[src/core/eac_pkg.sv]
// constants and register map of the data memory access control block
// How it works
// - a launched memory write stalls the core exactly two clock cycles
// - a launched memory read stalls the core exactly four clock cycles
// - the arm bit sets only when the same write clears write strobe
// - write strobe reset state is not guaranteed; never rely on it
// - a write lasts 1.9 to 3.4 ms, scaled by oscillator calibration
package eac_pkg;

  // ----------------------------------------------------------------
  // bus and memory shape
  // ----------------------------------------------------------------
  localparam int          ADDR_W      = 8;
  localparam int          DATA_W      = 8;
  localparam int          MEM_AW      = 6;
  localparam int          MEM_DEPTH   = 64;

  // ----------------------------------------------------------------
  // register byte offsets
  // ----------------------------------------------------------------
  localparam logic [7:0]  CTRL_OFS    = 8'h00;
  localparam logic [7:0]  ADDR_OFS    = 8'h04;
  localparam logic [7:0]  DATA_OFS    = 8'h08;
  localparam logic [7:0]  CAL_OFS     = 8'h0C;

  // ----------------------------------------------------------------
  // control register fields and calibration values
  // ----------------------------------------------------------------
  localparam int          RD_BIT      = 0;
  localparam int          WS_BIT      = 1;
  localparam int          ARM_BIT     = 2;
  localparam logic [7:0]  CAL_RST     = 8'h7F;
  localparam logic [7:0]  CAL_MAX     = 8'hFF;

  // ----------------------------------------------------------------
  // timing
  // ----------------------------------------------------------------
  localparam logic [2:0]  STALL_WR    = 3'h2;
  localparam logic [2:0]  STALL_RD    = 3'h4;
  localparam logic [2:0]  ARM_CYC     = 3'h4;
  localparam int          CLK_KHZ     = 25000;
  localparam int          WR_MIN_US   = 1900;
  localparam int          WR_MAX_US   = 3400;
  // least time rounds up, longest time rounds down
  localparam int          WR_MIN_CYC_DEF = (WR_MIN_US * CLK_KHZ + 999) / 1000;
  localparam int          WR_MAX_CYC_DEF = (WR_MAX_US * CLK_KHZ) / 1000;
  localparam int          WR_CNT_W    = 17;

endpackage

[src/core/eac_mem_if.sv]
// link between the access controller and its memory array
`timescale 1ns/1ps
interface eac_mem_if;
  import eac_pkg::*;
  logic               we;
  logic               re;
  logic [MEM_AW-1:0]  addr;
  logic [DATA_W-1:0]  wdata;
  logic [DATA_W-1:0]  rdata;

  modport ctrl_side (output we, output re, output addr, output wdata, input rdata);
  modport mem_side  (input we, input re, input addr, input wdata, output rdata);
endinterface

[src/core/eac_mem.sv]
// data memory array with registered read data
`timescale 1ns/1ps
module eac_mem
  import eac_pkg::*;
(
  input  wire logic   i_clk,
  eac_mem_if.mem_side mem
);

  logic [DATA_W-1:0] cell_reg [MEM_DEPTH];
  logic [DATA_W-1:0] rdata_reg;

  // ----------------------------------------------------------------
  // array write and read; cells hold no reset, like real storage
  // ----------------------------------------------------------------
  always_ff @(posedge i_clk) begin
    if (mem.we) begin
      cell_reg[mem.addr] <= mem.wdata;
    end
    if (mem.re) begin
      rdata_reg <= cell_reg[mem.addr];
    end
  end

  assign mem.rdata = rdata_reg;
endmodule

[src/core/eac_top.sv]
// data memory access controller: control register, core stall and write timer
`timescale 1ns/1ps
module eac_top
  import eac_pkg::*;
#(
  parameter int WR_MIN_CYC = WR_MIN_CYC_DEF,
  parameter int WR_MAX_CYC = WR_MAX_CYC_DEF
)(
  input  wire logic              i_clk,
  input  wire logic              i_arst_n,
  input  wire logic [ADDR_W-1:0] i_addr,
  input  wire logic [DATA_W-1:0] i_wdata,
  input  wire logic              i_wr,
  input  wire logic              i_rd,
  output logic      [DATA_W-1:0] o_rdata,
  output logic                   o_cpu_stall,
  output logic                   o_wr_busy
);

  // ----------------------------------------------------------------
  // state
  // ----------------------------------------------------------------
  logic [2:0]          stall_cnt_reg, stall_cnt_next;
  logic [2:0]          arm_cnt_reg,   arm_cnt_next;
  logic                busy_reg,      busy_next;
  logic [WR_CNT_W-1:0] wr_cnt_reg,    wr_cnt_next;
  logic                rd_pend_reg,   rd_pend_next;
  logic [MEM_AW-1:0]   addr_reg,      addr_next;
  logic [DATA_W-1:0]   data_reg,      data_next;
  logic [DATA_W-1:0]   cal_reg,       cal_next;
  logic [DATA_W-1:0]   rdata_reg,     rdata_next;
  logic                stall_reg;
  logic                ctrl_wr;
  logic                wr_go;
  logic                rd_go;
  logic                armed;
  logic [WR_CNT_W-1:0] wr_dur;

  eac_mem_if mem_bus ();

  eac_mem u_mem (
    .i_clk (i_clk),
    .mem   (mem_bus.mem_side)
  );

  // ----------------------------------------------------------------
  // decode and write duration
  // ----------------------------------------------------------------
  assign ctrl_wr = i_wr && (i_addr == CTRL_OFS);
  assign armed   = (arm_cnt_reg != 3'h0);
  assign wr_go   = ctrl_wr && i_wdata[WS_BIT] && armed && !busy_reg;
  // read launch, refused while a write runs
  assign rd_go   = ctrl_wr && i_wdata[RD_BIT] && !busy_reg && !wr_go;
  // faster oscillator, shorter write; calibration 00 is slowest
  assign wr_dur  = WR_CNT_W'(WR_MIN_CYC + ((int'(CAL_MAX) - int'(cal_reg))
                   * (WR_MAX_CYC - WR_MIN_CYC)) / int'(CAL_MAX));

  // ----------------------------------------------------------------
  // next-state logic
  // ----------------------------------------------------------------
  always_comb begin
    stall_cnt_next = stall_cnt_reg;
    arm_cnt_next   = arm_cnt_reg;
    busy_next      = busy_reg;
    wr_cnt_next    = wr_cnt_reg;
    rd_pend_next   = 1'b0;
    addr_next      = addr_reg;
    data_next      = data_reg;
    cal_next       = cal_reg;
    rdata_next     = rdata_reg;
    mem_bus.we     = 1'b0;
    mem_bus.re     = rd_go;
    mem_bus.addr   = addr_reg;
    mem_bus.wdata  = data_reg;
    // the arm window closes by itself so a stray strobe later cannot write
    if (armed) begin
      arm_cnt_next = arm_cnt_reg - 3'h1;
    end
    if (stall_cnt_reg != 3'h0) begin
      stall_cnt_next = stall_cnt_reg - 3'h1;
    end
    if (wr_go) begin
      stall_cnt_next = STALL_WR;
      arm_cnt_next   = 3'h0;
      busy_next      = 1'b1;
      wr_cnt_next    = wr_dur;
    end else if (ctrl_wr && i_wdata[ARM_BIT] && !i_wdata[WS_BIT]) begin
      // arm only with write strobe written zero
      arm_cnt_next = ARM_CYC;
    end
    if (rd_go) begin
      stall_cnt_next = STALL_RD;
      rd_pend_next   = 1'b1;
    end
    if (busy_reg) begin
      if (wr_cnt_reg == WR_CNT_W'(1)) begin
        // strobe self-clears, cell programmed at the end
        busy_next  = 1'b0;
        mem_bus.we = 1'b1;
      end else begin
        wr_cnt_next = wr_cnt_reg - WR_CNT_W'(1);
      end
    end
    if (rd_pend_reg) begin
      data_next = mem_bus.rdata;
    end
    // address and data are frozen while a write is timed
    if (i_wr && !busy_reg) begin
      if (i_addr == ADDR_OFS) begin
        addr_next = i_wdata[MEM_AW-1:0];
      end
      if (i_addr == DATA_OFS) begin
        data_next = i_wdata;
      end
    end
    if (i_wr && (i_addr == CAL_OFS)) begin
      cal_next = i_wdata;
    end
    if (i_rd) begin
      unique case (i_addr)
        CTRL_OFS: rdata_next = {5'h00, armed, busy_reg, rd_pend_reg};
        ADDR_OFS: rdata_next = {2'h0, addr_reg};
        DATA_OFS: rdata_next = data_reg;
        CAL_OFS:  rdata_next = cal_reg;
        default:  rdata_next = 8'h00;
      endcase
    end
  end

  // ----------------------------------------------------------------
  // registers
  // ----------------------------------------------------------------
  always_ff @(posedge i_clk or negedge i_arst_n) begin
    if (!i_arst_n) begin
      stall_cnt_reg <= 3'h0;
      arm_cnt_reg   <= 3'h0;
      // held idle here, but software must not count on it
      busy_reg      <= 1'b0;
      wr_cnt_reg    <= '0;
      rd_pend_reg   <= 1'b0;
      addr_reg      <= '0;
      data_reg      <= '0;
      cal_reg       <= CAL_RST;
      rdata_reg     <= '0;
      stall_reg     <= 1'b0;
    end else begin
      stall_cnt_reg <= stall_cnt_next;
      arm_cnt_reg   <= arm_cnt_next;
      busy_reg      <= busy_next;
      wr_cnt_reg    <= wr_cnt_next;
      rd_pend_reg   <= rd_pend_next;
      addr_reg      <= addr_next;
      data_reg      <= data_next;
      cal_reg       <= cal_next;
      rdata_reg     <= rdata_next;
      stall_reg     <= (stall_cnt_next != 3'h0);
    end
  end

  assign o_rdata     = rdata_reg;
  assign o_cpu_stall = stall_reg;
  assign o_wr_busy   = busy_reg;

  // ----------------------------------------------------------------
  // checks
  // ----------------------------------------------------------------
  logic [WR_CNT_W-1:0] len_reg;

  // helper: length of the running write in cycles
  always_ff @(posedge i_clk or negedge i_arst_n) begin
    if (!i_arst_n) begin
      len_reg <= '0;
    end else if (busy_reg) begin
      len_reg <= len_reg + WR_CNT_W'(1);
    end else begin
      len_reg <= '0;
    end
  end
endmodule

[config.mk]
export PLATFORM = sky130hd
export DESIGN_NAME = eac_top
export DESIGN_NICKNAME = d
export VERILOG_FILES = /design/src/core/eac_pkg.sv /design/src/core/eac_mem_if.sv /design/src/core/eac_mem.sv /design/src/core/eac_top.sv
export SDC_FILE = /design/constraint.sdc
export NUM_CORES = 1
export LEC_CHECK = 0
export BUFFER_PORTS_ARGS = -buffer_cell sky130_fd_sc_hd__buf_4
export CAP_MARGIN = 20
export CORE_MARGIN = 3
export CORE_UTILIZATION = 60
export DETAILED_ROUTE_END_ITERATION = 7
export GPL_TIMING_DRIVEN = 1
export PLACE_DENSITY = 0.83
export REMOVE_ABC_BUFFERS = 1
export SETUP_SLACK_MARGIN = 0.05
export SYNTH_ARGS = -nofsm -noshare
export SYNTH_HDL_FRONTEND = slang
export SYNTH_SLANG_ARGS = --single-unit
[constraint.sdc]
create_clock -name i_clk -period 47.5 [get_ports i_clk]
set_input_delay 7.125 -clock i_clk [delete_from_list [all_inputs] [get_ports i_clk]]
set_output_delay 7.125 -clock i_clk [all_outputs]
set_load 0.03 [all_outputs]
==> run summary <==
Core area -> 0.0515 mm2
Pin count of the biggest net entering global routing -> 67
Final period util -> 45.9%
Max reg flops -> 512
CP arrival -> 22.22 ns
Critical Path Source -> cal_reg[1]
CTS Hold Bufs -> 0
Initial antenna violation count -> 0
Root Driver -> clkbuf_16
Max-cap violations -> 0
Clock slew at reported path FFs -> 0.06 ns
First-pass GRT wire length -> 139 mm
CP peak stage delay -> 0.87 ns
Die H -> 234 um
Simple-Gate Fraction of Synth Area -> 13.4%
GRT Total Usage -> 32.7%
YS warnings -> 0
Post-Syn Area -> 0.0313 mm2
Post-Synthesis Cells -> 2716
Tmin final -> 21.78 ns
Setup CP Type -> register to register
Critical Path End -> wr_cnt_reg[14]
DRT iter0 DRCs -> 3727
Latest clock arrival within the worst-skew pair -> 0.60 ns
FMAX -> 45.9 MHz
Pleak -> 0.0126 uW
Hold WC Path Type -> register to register
Via-to-Cell Ratio -> 7.40
Grt ovf -> 0
Clock skew -> 0.0238 ns
Capture point of the worst reg-to-reg path -> wr_cnt_reg[14]
Total CTS buffers -> 53
Post-synthesis mux area share -> 1.91%
R2R depth -> 61
Total wire length -> 92.3 mm
CP startpoint kind -> register
PostCTS Resize Cnt -> 0
H-tree depth -> 2
Starting Density -> 60.8%
Synth cell types -> 126
Reg-to-reg slack, setup -> 25.72 ns
Vias after detailed routing -> 25297
Largest family of logic cells by synthesized area -> compound AO/OA/AOI/OAI gates
Crit path max-delay cell type -> or4b_1
Share of cells above drive strength 1 -> 10.5%
Final setup viols -> 0
Worst-Margin Slew -> 1.10 ns
DPL Wire Length -> 58.4 mm
Register bit total from synthesis -> 576
DRT antenna net count -> 0
# diodes -> 0
WL per Instance -> 27.0 um
Worst setup EP type -> register
Seq/Total Area, Yosys -> 54.4%
Async S/R FF share, synth -> 9.72%
Crit Reg-Reg Startpoint -> cal_reg[1]
Ports -> 30
Post-Synth XOR/XNOR Area -> 2.00%
Dominant cells by area after synthesis -> edfxtp_1 50%, a22oi_1 4.8%, dfrtp_1 3.9%
Final estimated routing congestion in global placement -> 0.928
Pre-antenna DRT Iters -> 6
Top-count cell post-synth -> edfxtp_1
Finished Core Util -> 65.9%
Peak supply drop -> 51.1 uV
Vias in the first global route -> 23880
Post-CTS setup buffers -> 0
Final Hold Violating Endpoints -> 0
Bufs on Longest Clock Path -> 3
RSZ-0062 raised after global routing -> false
Post-synthesis compound-gate area fraction -> 21.4%
Worst slew margin -> 26.7%
Worst path required time -> 47.93 ns
CTS tree -> yes
Clock sinks -> 576
Die Footprint -> 0.0549 mm2
Commonest cells post-synth -> 520 x edfxtp_1, 202 x a22oi_1, 192 x nor2_1
Synth area leader -> edfxtp_1
Mean Syn Cell Area -> 11.5 um2
CP max FO -> 18
Layout area overhead -> 8.48%
Die width -> 234 um
Setup TNS -> 0 ns
Most used cell, CP -> nor2_1
Port buffer count -> 29
Post-synth EDFFs -> 520
Max-slew violations -> 0
Layout Nets -> 2802
Ys flop type -> edfxtp_1
# rows -> 83
Top-area cell type share of the netlist area -> 49.9%
Status -> finished, final reports clean
PwrDens -> 54.0 mW/mm2
Drt drc -> 0
Area share of fa/ha/maj cells after synthesis -> 3.96%
-- where the power goes --
part | switching (uW) | internal, uW
logic | 572 | 278
registers | 2.51 | 548
clock network | 190 | 243
total | 764 | 1070
-- routing by layer --
| layer | up-vias | share of wire (%) | track usage (%) |
|---|---|---|---|
| met4 | 0 | 3.5 | 11.6 |
| met3 | 289 | 12 | 6.43 |
| met1 | 12248 | 40 | 47.5 |
| li1 | 10835 | - | - |
| met2 | 1925 | 45 | 49.6 |
| met5 | - | 0 | 0 |
-- critical path: cells and delay by family, from the launching register on --
family / cells / cell delay, ns
fa+ha+maj: 7 / 2.91
compound gates: 21 / 8.13
flops: 1 / 0.62
xor+xnor: 4 / 1.32
mux: 2 / 0.60
buf+inv: 3 / 0.29
simple gates: 24 / 7.71
-- area by class of cell --
class	count	area [um2]
repair buffers	62	578
clock inverters	32	342
flip-flops and latches	576	17000
inverters	88	330
clock buffers	68	1400
fillers	3590	17600
multi-input cells	1914	13400
well taps	680	851
-- cell usage in the layout (no fill, tap or decap), types with 16 or more instances in the layout --
cell and instances:
and3_1 30, mux2i_1 29, a22o_1 35, edfxtp_1 520, xnor2_1 45, o22ai_1 16
and2_1 24, inv_1 88, nand4_1 69, buf_4 53, nor4_1 17, nor3_1 68
xor2_1 21, o211ai_1 32, nand2_1 162, or3_1 23, fa_1 20, a221oi_1 40
dfrtp_1 41, a21o_1 19, nor2_1 191, mux2_2 17, a31oi_1 63, nand3_1 72
a21oi_1 131, o21a_1 17, ha_1 67, o2111ai_1 16, a22oi_1 202, o31ai_1 24
o21ai_0 95, clkbuf_16 54, a211oi_1 20
-- kinds of logic after synthesis --
kind of cell               Yosys count
buffers and inverters              226
AOI/OAI and AO/OA                  906
DFF                                576
muxes                               52
xor gates and xnor gates            69
and+or+nand+nor                    800
adders and majority gates           87
-- worst min-delay path by stage --
stage,start,to,slack (ns),cells past startpoint
2_1_floorplan,wr_cnt_reg[16],wr_cnt_reg[16],0.44,1
3_3_place_gp,wr_cnt_reg[16],wr_cnt_reg[16],0.46,1
3_5_place_dp,wr_cnt_reg[12],wr_cnt_reg[12],0.50,1
4_1_cts,wr_cnt_reg[12],wr_cnt_reg[12],0.51,1
5_1_grt,o_rdata[4],o_rdata[4],0.55,2
6_report,wr_cnt_reg[12],wr_cnt_reg[12],0.52,1
-- metrics by stage --
stage                     worst slack, ns  std cells  area [um2]  total power (uW)  hold slack [ns]
after CTS                           25.98       3411       33800              1800            0.511
after floorplan                     29.20       2578       30700              1180            0.440
after detailed placement            26.10       3311       32000              1380            0.500
after global placement              26.67       3310       32000              1370            0.463
after global routing                24.31       3420       34000              1930            0.555
final                               25.72       3420       34000              1830            0.517
Power figures use the tool's default switching activity.
